==> src/logic/its_regs.svh <==
/*
 Constants for the two-wire slave and multi-master port: field positions,
 reset values and timing counts. Assumes inclusion by the core.
*/
// What this block does
// - Matching high address byte, write: set update-address flag, acknowledge, raise interrupt.
// - Clock held low after high byte until firmware writes the slave address.
// - Low byte mismatch: set interrupt and update-address, no buffer-full, release bit untouched.
// - Low byte match: acknowledge, interrupt, address into buffer; buffer read clears full.
// - Each received data byte acknowledged on ninth pulse, then interrupt flag set.
// - Stretch enabled: hardware clears release bit per data byte; firmware sets it to free clock.
// - Address or data hold stretches as in 7-bit modes, plus address updates.
// - In sleep, receive continues; match or byte wakes processor if interrupt enabled.
// - Device reset disables the port and aborts any transfer.
// - Start and stop detected bits cleared by reset and while disabled.
// - Bus busy: a detected stop raises the interrupt flag.
// - Master sending released one but sampling zero sets collision and goes idle.
// - Arbitration checked during start and the eight bits of each sent byte; not during acknowledge.
// - Transmit collision halts transfer, clears buffer-full, releases lines, accepts writes.
// - Condition collision aborts it, releases lines, clears its control bit.
// - After collision, keep watching lines; stop sets the interrupt flag.
// - Buffer write after collision loads the byte and sets full but starts no transfer.
// - Start request with either line low aborts, sets collision, goes idle.
// - Start waits data high, loads baud count; clock low then is collision.
// - Data low in count: drive data early; else drive data, recount, drive clock.
`ifndef ITS_REGS_SVH
`define ITS_REGS_SVH
`define ITS_RW_BIT      0
`define ITS_BYTE_BITS   4'h8
`define ITS_LAST_BIT    4'h7
`define ITS_SAR_RESET   8'h00
`define ITS_BUF_RESET   8'h00
`define ITS_BAUD_RELOAD 8'h04
`endif

==> src/logic/its_pkg.sv <==
/*
 Types of the two-wire port: slave and master sequencer states.
 Assumes nothing beyond a SystemVerilog compiler.
*/
package its_pkg;
    typedef enum logic [2:0] {
        SL_IDLE,
        SL_ADDR_HI,
        SL_ADDR_LO,
        SL_DATA,
        SL_IGNORE
    } its_slave_t;
    typedef enum logic [2:0] {
        MS_IDLE,
        MS_START_A,
        MS_START_B,
        MS_HOLD,
        MS_LOW,
        MS_HIGH
    } its_master_t;
endpackage : its_pkg

==> src/logic/its_core.sv <==
/*
 Two-wire port core: 10-bit slave receive with stretching, sleep wake,
 bus monitoring, master start and byte send with collision detection.
 Assumes open-drain pins resolved outside; control bits are plain ports.
*/
`include "its_regs.svh"
`timescale 1ns/10ps
`default_nettype none
module its_core #(
    parameter int         BAUD_W      = 8,
    parameter [BAUD_W-1:0] BAUD_RELOAD = `ITS_BAUD_RELOAD
) (
    input  wire logic       core_clk,
    input  wire logic       resetn,
    input  wire logic       module_enable,
    input  wire logic       scl_in,
    input  wire logic       sda_in,
    output var  logic       scl_out,
    output var  logic       scl_oe,
    output var  logic       sda_out,
    output var  logic       sda_oe,
    input  wire logic       address_write,
    input  wire logic [7:0] address_wdata,
    output var  logic [7:0] slave_address_reg,
    input  wire logic       buffer_read,
    input  wire logic       buffer_write,
    input  wire logic [7:0] buffer_wdata,
    output var  logic [7:0] serial_buffer,
    output var  logic       buffer_full_flag,
    output var  logic       update_address_flag,
    input  wire logic       stretch_enable,
    input  wire logic       address_hold_enable,
    input  wire logic       data_hold_enable,
    input  wire logic       clock_release_set,
    output var  logic       clock_release_bit,
    input  wire logic       irq_flag_clear,
    output var  logic       serial_irq_flag,
    input  wire logic       collision_flag_clear,
    output var  logic       collision_irq_flag,
    output var  logic       start_detected,
    output var  logic       stop_detected,
    input  wire logic       start_request,
    output var  logic       start_busy,
    input  wire logic       sleep_mode,
    input  wire logic       irq_enable,
    output var  logic       wake_request
);
    logic [1:0]             pins_s;
    logic                   scl_s, sda_s, scl_q, sda_q, rise, fall, start_c, stop_c, hit;
    logic                   set_irq, set_bcl, clr_bf, set_bf, next_bf, next_ua, ua_hold;
    logic                   next_ua_hold, next_ckp, next_irqf, next_bclf, next_sflag, next_pflag;
    logic                   ack_drv, next_ack_drv, collided, next_collided, m_sda, next_m_sda;
    logic                   next_start_busy, next_scl_oe, next_sda_oe, next_wake;
    its_pkg::its_slave_t    sstate, next_sstate;
    its_pkg::its_master_t   mstate, next_mstate;
    logic [3:0]             bitcnt, next_bitcnt, mbit, next_mbit;
    logic [7:0]             shreg, next_shreg, txsh, next_txsh, next_sar, next_buffer;
    logic [BAUD_W-1:0]      bcnt, next_bcnt;

    its_sync #(
        .WIDTH    (2)
    ) u_sync (
        .clk      (core_clk),
        .resetn   (resetn),
        .async_in ({scl_in, sda_in}),
        .sync_out (pins_s)
    );
    assign scl_s = pins_s[1];
    assign sda_s = pins_s[0];

    assign rise    = scl_s & ~scl_q;
    assign fall    = ~scl_s & scl_q;
    assign start_c = scl_s & scl_q & sda_q & ~sda_s;
    assign stop_c  = scl_s & scl_q & ~sda_q & sda_s;

    always_comb begin
        next_sstate     = sstate;
        next_mstate     = mstate;
        next_bitcnt     = bitcnt;
        next_shreg      = shreg;
        next_sar        = slave_address_reg;
        next_buffer     = serial_buffer;
        next_ua         = update_address_flag;
        next_ua_hold    = ua_hold;
        next_ckp        = clock_release_bit;
        next_sflag      = start_detected;
        next_pflag      = stop_detected;
        next_ack_drv    = ack_drv;
        next_collided   = collided;
        next_bcnt       = bcnt;
        next_txsh       = txsh;
        next_mbit       = mbit;
        next_m_sda      = m_sda;
        next_start_busy = start_busy;
        set_irq         = 1'b0;
        set_bcl         = 1'b0;
        set_bf          = 1'b0;
        clr_bf          = buffer_read;
        hit             = 1'b0;
        if (start_c) begin
            next_sflag   = 1'b1;
            next_pflag   = 1'b0;
            next_sstate  = its_pkg::SL_ADDR_HI;
            next_bitcnt  = 4'hF; // Start's own fall wraps to zero
            next_ack_drv = 1'b0;
        end else if (stop_c) begin
            next_pflag    = 1'b1;
            next_sflag    = 1'b0;
            next_sstate   = its_pkg::SL_IDLE;
            next_ack_drv  = 1'b0;
            next_collided = 1'b0;
            if (start_detected || collided) begin
                set_irq = 1'b1;
            end
        end else if (sstate != its_pkg::SL_IDLE && sstate != its_pkg::SL_IGNORE) begin
            if (rise && bitcnt < `ITS_BYTE_BITS) begin
                next_shreg = {shreg[6:0], sda_s};
            end
            if (fall && bitcnt == `ITS_LAST_BIT) begin
                next_bitcnt = `ITS_BYTE_BITS;
                unique case (sstate)
                    its_pkg::SL_ADDR_HI: hit = (shreg[7:1] == slave_address_reg[7:1])
                                             & ~shreg[`ITS_RW_BIT];
                    its_pkg::SL_ADDR_LO: hit = (shreg == slave_address_reg);
                    default:             hit = 1'b1;
                endcase
                next_ack_drv = hit;
                // Hold before the acknowledge, as in the 7-bit modes
                if (hit && ((sstate == its_pkg::SL_DATA) ? data_hold_enable
                                                         : address_hold_enable)) begin
                    next_ckp = 1'b0;
                    set_irq  = 1'b1;
                end
            end else if (fall && bitcnt == `ITS_BYTE_BITS) begin
                next_bitcnt  = 4'h0;
                next_ack_drv = 1'b0;
                set_irq      = ack_drv | (sstate == its_pkg::SL_ADDR_LO);
                unique case (sstate)
                    its_pkg::SL_ADDR_HI: begin
                        if (ack_drv) begin
                            next_ua      = 1'b1;
                            next_ua_hold = 1'b1;
                            next_buffer  = shreg;
                            set_bf       = 1'b1;
                            next_sstate  = its_pkg::SL_ADDR_LO;
                        end else begin
                            next_sstate  = its_pkg::SL_IGNORE;
                        end
                    end
                    its_pkg::SL_ADDR_LO: begin
                        next_ua = 1'b1;
                        if (ack_drv) begin
                            next_ua_hold = 1'b1;
                            next_buffer  = shreg;
                            set_bf       = 1'b1;
                            next_sstate  = its_pkg::SL_DATA;
                        end else begin
                            next_sstate  = its_pkg::SL_IGNORE;
                        end
                    end
                    default: begin
                        next_buffer = shreg;
                        set_bf      = 1'b1;
                        if (stretch_enable) begin
                            next_ckp = 1'b0;
                        end
                    end
                endcase
            end else if (fall) begin
                next_bitcnt = bitcnt + 4'h1;
            end
        end
        if (address_write) begin
            next_sar     = address_wdata;
            next_ua      = 1'b0;
            next_ua_hold = 1'b0;
        end
        if (clock_release_set) begin
            next_ckp = 1'b1;
        end
        if (buffer_write) begin
            next_txsh = buffer_wdata;
            next_mbit = 4'h0;
            set_bf    = 1'b1;
        end
        unique case (mstate)
            its_pkg::MS_IDLE: begin
                next_m_sda = 1'b0;
                if (start_request) begin
                    if (!scl_s || !sda_s) begin
                        set_bcl = 1'b1;
                    end else begin
                        next_start_busy = 1'b1;
                        next_bcnt       = BAUD_RELOAD;
                        next_mstate     = its_pkg::MS_START_A;
                    end
                end
            end
            its_pkg::MS_START_A: begin
                if (!scl_s && sda_s) begin
                    set_bcl = 1'b1;
                end else if (!sda_s || bcnt == '0) begin
                    next_m_sda  = 1'b1;
                    next_bcnt   = BAUD_RELOAD;
                    next_mstate = its_pkg::MS_START_B;
                end else begin
                    next_bcnt = bcnt - 1'b1;
                end
            end
            its_pkg::MS_START_B: begin
                // Clock low here is not a collision
                if (bcnt == '0) begin
                    next_start_busy = 1'b0;
                    next_mstate     = its_pkg::MS_HOLD;
                end else begin
                    next_bcnt = bcnt - 1'b1;
                end
            end
            its_pkg::MS_HOLD: begin
                if (buffer_write) begin
                    next_bcnt   = BAUD_RELOAD;
                    next_mstate = its_pkg::MS_LOW;
                end
            end
            its_pkg::MS_LOW: begin
                next_m_sda = (mbit == `ITS_BYTE_BITS) ? 1'b0 : ~txsh[7];
                if (bcnt == '0) begin
                    next_bcnt   = BAUD_RELOAD;
                    next_mstate = its_pkg::MS_HIGH;
                end else begin
                    next_bcnt = bcnt - 1'b1;
                end
            end
            its_pkg::MS_HIGH: begin
                // Counts only while the wire is high: clock sync with other masters
                if (scl_s && bcnt != '0) begin
                    next_bcnt = bcnt - 1'b1;
                end else if (scl_s) begin
                    if (!m_sda && !sda_s && mbit != `ITS_BYTE_BITS) begin
                        set_bcl = 1'b1;
                        clr_bf  = 1'b1;
                    end else if (mbit == `ITS_BYTE_BITS) begin
                        set_irq     = 1'b1;
                        clr_bf      = 1'b1;
                        next_mbit   = 4'h0;
                        next_m_sda  = 1'b1;
                        next_mstate = its_pkg::MS_HOLD;
                    end else begin
                        next_txsh   = {txsh[6:0], 1'b0};
                        next_mbit   = mbit + 4'h1;
                        next_bcnt   = BAUD_RELOAD;
                        next_mstate = its_pkg::MS_LOW;
                    end
                end
            end
        endcase
        if (set_bcl) begin
            next_mstate     = its_pkg::MS_IDLE;
            next_m_sda      = 1'b0;
            next_start_busy = 1'b0;
            next_collided   = 1'b1;
            next_mbit       = 4'h0;
        end
        // Disabled: all idle
        if (!module_enable) begin
            next_sstate     = its_pkg::SL_IDLE;
            next_mstate     = its_pkg::MS_IDLE;
            next_sflag      = 1'b0;
            next_pflag      = 1'b0;
            next_ack_drv    = 1'b0;
            next_m_sda      = 1'b0;
            next_ua_hold    = 1'b0;
            next_ckp        = 1'b1;
            next_start_busy = 1'b0;
            next_collided   = 1'b0;
            next_bitcnt     = 4'h0;
        end
        // Hardware set wins over a same-cycle clear
        next_bf   = set_bf | (buffer_full_flag & ~clr_bf);
        next_irqf = set_irq | (serial_irq_flag & ~irq_flag_clear);
        next_bclf = set_bcl | (collision_irq_flag & ~collision_flag_clear);
        next_sda_oe = next_ack_drv | next_m_sda;
        next_scl_oe = ~next_ckp | next_ua_hold
                    | (next_mstate == its_pkg::MS_HOLD) | (next_mstate == its_pkg::MS_LOW);
        next_wake   = sleep_mode & irq_enable & next_irqf;
    end

    always_ff @(posedge core_clk or negedge resetn) begin
        if (!resetn) begin
            scl_q               <= 1'b1;
            sda_q               <= 1'b1;
            sstate              <= its_pkg::SL_IDLE;
            mstate              <= its_pkg::MS_IDLE;
            bitcnt              <= 4'h0;
            shreg               <= 8'h00;
            slave_address_reg   <= `ITS_SAR_RESET;
            serial_buffer       <= `ITS_BUF_RESET;
            buffer_full_flag    <= 1'b0;
            update_address_flag <= 1'b0;
            ua_hold             <= 1'b0;
            clock_release_bit   <= 1'b1;
            serial_irq_flag     <= 1'b0;
            collision_irq_flag  <= 1'b0;
            start_detected      <= 1'b0;
            stop_detected       <= 1'b0;
            ack_drv             <= 1'b0;
            collided            <= 1'b0;
            bcnt                <= '0;
            txsh                <= 8'h00;
            mbit                <= 4'h0;
            m_sda               <= 1'b0;
            start_busy          <= 1'b0;
            scl_oe              <= 1'b0;
            sda_oe              <= 1'b0;
            scl_out             <= 1'b0;
            sda_out             <= 1'b0;
            wake_request        <= 1'b0;
        end else begin
            scl_q               <= scl_s;
            sda_q               <= sda_s;
            sstate              <= next_sstate;
            mstate              <= next_mstate;
            bitcnt              <= next_bitcnt;
            shreg               <= next_shreg;
            slave_address_reg   <= next_sar;
            serial_buffer       <= next_buffer;
            buffer_full_flag    <= next_bf;
            update_address_flag <= next_ua;
            ua_hold             <= next_ua_hold;
            clock_release_bit   <= next_ckp;
            serial_irq_flag     <= next_irqf;
            collision_irq_flag  <= next_bclf;
            start_detected      <= next_sflag;
            stop_detected       <= next_pflag;
            ack_drv             <= next_ack_drv;
            collided            <= next_collided;
            bcnt                <= next_bcnt;
            txsh                <= next_txsh;
            mbit                <= next_mbit;
            m_sda               <= next_m_sda;
            start_busy          <= next_start_busy;
            scl_oe              <= next_scl_oe;
            sda_oe              <= next_sda_oe;
            scl_out             <= 1'b0;
            sda_out             <= 1'b0;
            wake_request        <= next_wake;
        end
    end
endmodule : its_core
`default_nettype wire

==> src/logic/its_sync.sv <==
/*
 Two-flop synchroniser, one lane per bit.
 Assumes inputs are asynchronous to clk; first stage feeds only the second.
*/
`timescale 1ns/10ps
`default_nettype none
module its_sync #(
    parameter int WIDTH = 2
) (
    input  wire logic             clk,
    input  wire logic             resetn,
    input  wire logic [WIDTH-1:0] async_in,
    output var  logic [WIDTH-1:0] sync_out
);
    logic [WIDTH-1:0] stage1;
    genvar i;
    generate
        for (i = 0; i < WIDTH; i++) begin : g_lane
            // Idle bus level is high, so reset to one
            always_ff @(posedge clk or negedge resetn) begin
                if (!resetn) begin
                    stage1[i]   <= 1'b1;
                    sync_out[i] <= 1'b1;
                end else begin
                    stage1[i]   <= async_in[i];
                    sync_out[i] <= stage1[i];
                end
            end
        end
    endgenerate
endmodule : its_sync
`default_nettype wire
==> config.mk <==
export PLATFORM = sky130hd
export DESIGN_NAME = its_core
export DESIGN_NICKNAME = d
export VERILOG_FILES = /design/src/logic/its_pkg.sv /design/src/logic/its_core.sv /design/src/logic/its_sync.sv
export VERILOG_INCLUDE_DIRS = /design/src /design/src/logic
export SDC_FILE = /design/constraint.sdc
export NUM_CORES = 1
export LEC_CHECK = 0
export ABC_AREA = 1
export BUFFER_PORTS_ARGS = -buffer_cell sky130_fd_sc_hd__buf_2
export CAP_MARGIN = 20
export CORE_ASPECT_RATIO = 0.7
export CORE_MARGIN = 2
export CORE_UTILIZATION = 36
export CTS_BUF_LIST = sky130_fd_sc_hd__clkbuf_4
export CTS_CLUSTER_DIAMETER = 100
export DETAILED_ROUTE_END_ITERATION = 12
export PLACE_DENSITY = 0.56
export SKIP_CTS_REPAIR_TIMING = 1
export SLEW_MARGIN = 20
export SYNTH_ARGS = -nofsm -noshare
export SYNTH_HDL_FRONTEND = slang
export SYNTH_SLANG_ARGS = --single-unit
export TNS_END_PERCENT = 1
==> constraint.sdc <==
create_clock -name core_clk -period 2 [get_ports core_clk]
set_input_delay 0.1 -clock core_clk [delete_from_list [all_inputs] [get_ports core_clk]]
set_output_delay 0.1 -clock core_clk [all_outputs]
set_load 0.05 [all_outputs]
==> results of run 1 <==
-- cells in the final DEF, fill, tap and decap left out, drive strengths merged, types with 5 or more instances in the layout --
cell	instances
ha	5
nand3	42
nand4	13
a21oi	10
dlygate4sd3	27
clkbuf	9
o21ai	59
nor2	50
nand2	149
buf	90
o31ai	5
dfstp	7
o22ai	5
inv	93
dfrtp	68
-- critical path, delay by kind of cell (launching register included) --
kind | cells | cell delay, ns
flops | 1 | 0.62
compound gates | 2 | 0.11
simple gates | 6 | 0.92
buf+inv | 1 | 0.18
-- cell type report --
type	instances	area, um2
Tap cell	153	191
Inverter	92	345
Timing Repair Buffer	117	813
Multi-Input combinational cell	368	1850
Fill cell	1151	5800
Clock inverter	7	91.3
Clock buffer	9	67.6
Sequential cell	75	1890
-- layer usage --
metal	GRT usage (%)	up-vias	routed length [um]
met5	0	-	0
met2	27.0	84	4710
met3	5.64	8	561
met4	3.62	0	97
li1	-	1989	-
met1	26.1	1897	5810
-- how the worst max path moves through the flow --
stage,endpoint,cells after the start,slack [ns]
floorplan,bcnt[1],11,0.20
global placement,wake_request,11,0.09
detailed placement,bcnt[4],12,0.06
CTS,wake_request,11,0.02
global route,bcnt[4],9,-0.02
finish,bcnt[4],9,0.1
-- logic make-up after synthesis --
group           Yosys count  share of synthesized area, %
buf+inv                 103                          9.94
other cells               1                        0.0914
mux                       1                         0.275
flops                    75                          46.0
fa+ha+maj                 5                          1.53
xor+xnor                  2                         0.427
compound gates           93                          13.4
simple gates            264                          28.3
-- power breakdown --
part	switching, mW	total, mW	internal, mW	leakage (nW)
clock	0.582	1.09	0.505	0.0877
sequential	0.148	1.84	1.69	0.974
combinational	1.36	2.20	0.840	1.65
total	2.09	5.13	3.04	2.72
-- metrics by stage --
stage / utilization, % / total power [mW] / hold slack, ns
after floorplan: - / 3.24 / -0.196
after global placement: 42.6 / 3.79 / -0.0519
after detailed placement: 42.6 / 3.80 / -0.0500
after CTS: 44.1 / 4.90 / -0.565
after global routing: 47.5 / 5.50 / 0.0146
final: 47.5 / 5.13 / -0.0235
-- cell usage after synthesis, types with 2 or more instances --
cell type / number
nand2_1: 145
inv_1: 87
dfrtp_1: 68
nor2_1: 45
o21ai_0: 44
nand3_1: 40
nand4_1: 13
a21oi_1: 10
o21ai_1: 8
dfstp_2: 7
o21ai_2: 7
clkbuf_1: 6
ha_1: 5
o22ai_1: 5
a31oi_1: 4
inv_2: 4
nand2_2: 4
o211ai_1: 4
o31ai_1: 4
nand3b_1: 3
nor3_1: 3
buf_2: 2
buf_4: 2
nand3_2: 2
nor2_2: 2
nor2_4: 2
o2111ai_1: 2
or2_2: 2
xnor2_1: 2
==> run metrics, run 1 <==
Die Ht 93.3 um; H-tree depth 3; Reg2Reg Depth 9; vias in the first global route between 3000 and 4000; Via density around 4.8; clock slew at reported path FFs 0.13 ns; DIE WIDTH approximately 130 um; clk sinks between 70 and 80; hold endpoint txsh[7]; first-pass GRT wire length approximately 18000 um; hold depth 5; Yosys warning count 0; Pins Over Slew Limit 0; gr usage total between 10% and 20%; Hold Crit Class input pin to flip-flop; Core ar. approximately 0.011 mm2; synthesized area 0.00410 mm2; PortBufs 59; synthesized area per cell approximately 7.5 um2; final worst slack 0.0959 ns; Place WS ~0.057 ns; hold_sp buffer_wdata[7]; Startpoint Class flip-flop; slowest library cell on the worst path dfstp_2; Worst Path Max Fanout 6; clk root buf clkbuf_4; maximum clock path buffer count 2; crit path launch u_sync.sync_out[0]; setup TNS 0 ns; area share of the largest cell type after synthesis about 41%; maximum clock rate around 530 MHz; Synth area leaders dfrtp_1 (41%), nand2_1 (13%), inv_1 (8.0%); worst skew pair latency roughly 0.45 ns; worst flop-to-flop path endpoint bcnt[4]; CP required about 2.4 ns; area delta synth->final 27.9%; CTS tree built; clk_skew between 0.01 and 0.015 ns; I/O pin count between 60 and 70; Synth Flop Type dfrtp_1; post-route DRC violation count 0; fin crit share 95.2%; Seq/Total Area, Yosys approximately 46%; Die Area roughly 0.012 mm2; initial core utilization 37.1%; TritonRoute pass-1 iters 7; RSZ-0062 raised after global routing yes; share of flip-flops with an asynchronous set or reset 100%; Cell variety after synth around 40; outcome complete, but fails checks; P_leak ~2.7 nW; Min Hold Slack -0.0235 ns; CTS buffer count 9; Peak supply drop 0.348 mV; Max Cap Viol 0; number of routed nets with antenna violations 0; r2r setup slk 0.1 ns; reg2reg start u_sync.sync_out[0]; # diodes 0; Setup crit end kind flip-flop; drt first-iter violations 260; failing checks negative hold slack; post-synthesis cell count around 540; final setup vio count 0; P per Cell Area approximately 1000 mW/mm2; post-placement cell count approximately 770; WL/cell around 14 um; final instance area about 0.0052 mm2; layout net count about 700; final cell count without fillers 821; largest net degree at the start of global routing 66; post-detail-place hpwl 8330 um; share of layout cells above drive strength 1 roughly 23%; final wirelength roughly 11000 um; post-place instance area ~0.0047 mm2; routability cong. about 0.9; Worst path max stage delay between 0.6 and 0.7 ns; Post-synth EDFFs 0; Synth area leader dfrtp_1; Overflow after GRT 0; crit path kind flip-flop to flip-flop; Min Clock Period, post-route between 1.5 and 2 ns; worst-path cell chain nand2_2 -> nor2_4 -> nor2_2 -> nor4_4 -> nand2_2 -> nor2_4 -> buf_4 -> o21ai_2 -> o21ai_2; FF+latch count, synth 75; initial antenna violation count 0; crit path DAT approximately 2.3 ns; DR vias around 4000; row count 32; final hold violations 1
No activity file was read; power rests on OpenSTA's default activity.
==> run 2, diff against run 1 <==
SYNTH_HIERARCHICAL = 1   (was unset)
==> run metrics, run 2 <==
outcome completed; DR vias between 3000 and 4000; Synth area leader dfrtp_1; most frequent cell after synthesis nand2_1; RSZ-0062 raised after global routing yes; hold depth 3; TritonRoute pass-1 iters 5; clk sinks between 70 and 80; I/O pin count 62; PortBufs between 50 and 60; FF+latch count, synth 75; worst skew pair latency 0.44 ns; Reg2Reg Depth 12; top sig layer met4; Synth Flop Type dfrtp_1; Met2 Routed Length approximately 4000 um; Post-synth EDFFs 0; layout net count 640; final hold violations 0; initial core utilization between 30% and 40%; Place WS ~0.059 ns; clock slew at reported path FFs 0.12 ns; clk root buf clkbuf_4; Hold Crit Class input pin to flip-flop; post-route DRC violation count 0; CP required ~2.3 ns; synthesized area between 0.003 and 0.004 mm2; vias in the first global route ~3200; Overflow after GRT 0; Tightest Pin Transition 0.545 ns; fin crit share between 90% and 100%; Synth top cells by count nand2_1 (124), inv_1 (79), dfrtp_1 (68), nor2_1 (56), o21ai_0 (40); row count 31; first-pass GRT wire length 15400 um; Die Ht roughly 91 um; Cell variety after synth 34; DIE WIDTH 128 um; crit path kind flip-flop to flip-flop; final setup vio count 0; final wirelength 9400 um; area delta synth->final 25.2%; share of flip-flops with an asynchronous set or reset between 90% and 100%; Die Area between 0.01 and 0.015 mm2; post-synthesis cell count ~500; Synth area leaders dfrtp_1 (44%), nand2_1 (12%), inv_1 (7.7%); met3 wire len between 300 and 400 um; area share of the largest cell type after synthesis 44.0%; P_leak ~2.5 nW; Via density around 4.8; slew margin rel. a little under two thirds; Yosys warning count 6; WL/cell approximately 13 um; H-tree depth 3; CTS tree built; number of routed nets with antenna violations 0; maximum clock rate approximately 530 MHz; largest net degree at the start of global routing 76; Pins Over Slew Limit 0; Max Cap Viol 0; clk_skew a little under 0.02 ns; P per Cell Area between 900 and 1000 mW/mm2; final worst slack between 0.1 and 0.15 ns; drt first-iter violations 213; Setup crit end kind flip-flop; CTS buffer count 9; initial antenna violation count 0; setup TNS 0 ns; Min Clock Period, post-route between 1.5 and 2 ns; synthesized area per cell between 7 and 8 um2; post-place instance area about 0.0044 mm2; Startpoint Class flip-flop; Worst Path Max Fanout 8; gr usage total 16.7%; most common cell after layout, fill and taps aside nand2_1; post-detail-place hpwl 6860 um; Peak supply drop 0.504 mV; share of layout cells above drive strength 1 19.9%; Seq/Total Area, Yosys about half; final instance area slightly below 0.005 mm2; M1 wire length between 4000 and 5000 um; commonest non-fill, non-tap cells in the layout nand2_1 (123), inv_1 (78), dfrtp_1 (68); maximum clock path buffer count 2; routability cong. around 0.9; Core ar. about 0.010 mm2; crit path DAT roughly 2.2 ns; # diodes 0
==> run 2: through the flow <==
stage / hold slack [ns] / util (%) / instances / total power, mW
after floorplan: -0.196 / - / 499 / 3.10
after global placement: 0.149 / 42.0 / 691 / 3.46
after detailed placement: 0.154 / 42.0 / 691 / 3.48
after CTS: -0.337 / 43.4 / 707 / 4.45
after global routing: 0.00566 / 46.5 / 739 / 4.88
final: 0.00751 / 46.5 / 739 / 4.54
==> run 2: kinds of logic (layout without fill, tap and decap cells) <==
| family | Yosys count | after routing | share of synthesized area [%] |
|---|---|---|---|
| simple gates | 236 | 236 | 25.9 |
| buf+inv | 90 | 198 | 9.33 |
| compound gates | 84 | 84 | 12.4 |
| flops | 75 | 75 | 48.8 |
| fa+ha+maj | 5 | 5 | 1.62 |
| xor+xnor | 4 | 4 | 0.907 |
| mux | 3 | 3 | 0.874 |
| other cells | 1 | 2 | 0.0971 |
==> run 2: power by group <==
part	internal (mW)	total (mW)	leakage (nW)	switching (mW)
combinational	0.601	1.76	1.41	1.15
sequential	1.69	1.83	0.974	0.138
clock	0.405	0.950	0.0729	0.545
total	2.70	4.54	2.46	1.84
==> run 2: path summary, 6_finish.rpt <==
check	startpoint	end	slack, ns
min	buffer_write	txsh[0]	0.008
min in group asynchronous	resetn	txsh[3]	0.22
max in group asynchronous	resetn	u_sync/sync_out[0]	1.44
min reg2reg	u_sync/stage1[1]	u_sync/sync_out[1]	0.36
max	mbit[1]	bcnt[2]	0.13
max reg2reg	mbit[1]	bcnt[2]	0.13
==> run 2: layout make-up <==
| class | instances | area, um2 |
|---|---|---|
| clock buffers | 11 | 82.6 |
| clock inverters | 5 | 55.1 |
| fillers | 1047 | 5560 |
| inverters | 79 | 297 |
| multi-input cells | 334 | 1640 |
| flip-flops and latches | 75 | 1890 |
| well taps | 132 | 165 |
| repair buffers | 103 | 708 |
==> run 2: routing by layer <==
layer | up-vias | GRT usage [%]
met3 | 8 | 4.38
met1 | 1641 | 24.4
met4 | 0 | 4.30
met2 | 63 | 24.6
met5 | - | 0
li1 | 1803 | -
==> run 2: critical path, stage by stage (launching register included) <==
cell	delay, ns
dfrtp_1	0.39
inv_1	0.07
ha_1	0.18
nand2_2	0.07
nor2_1	0.06
nor2_1	0.15
inv_1	0.07
nand3_1	0.10
nand2_1	0.09
nor2_4	0.21
buf_4	0.17
nand2_1	0.05
a22o_1	0.17
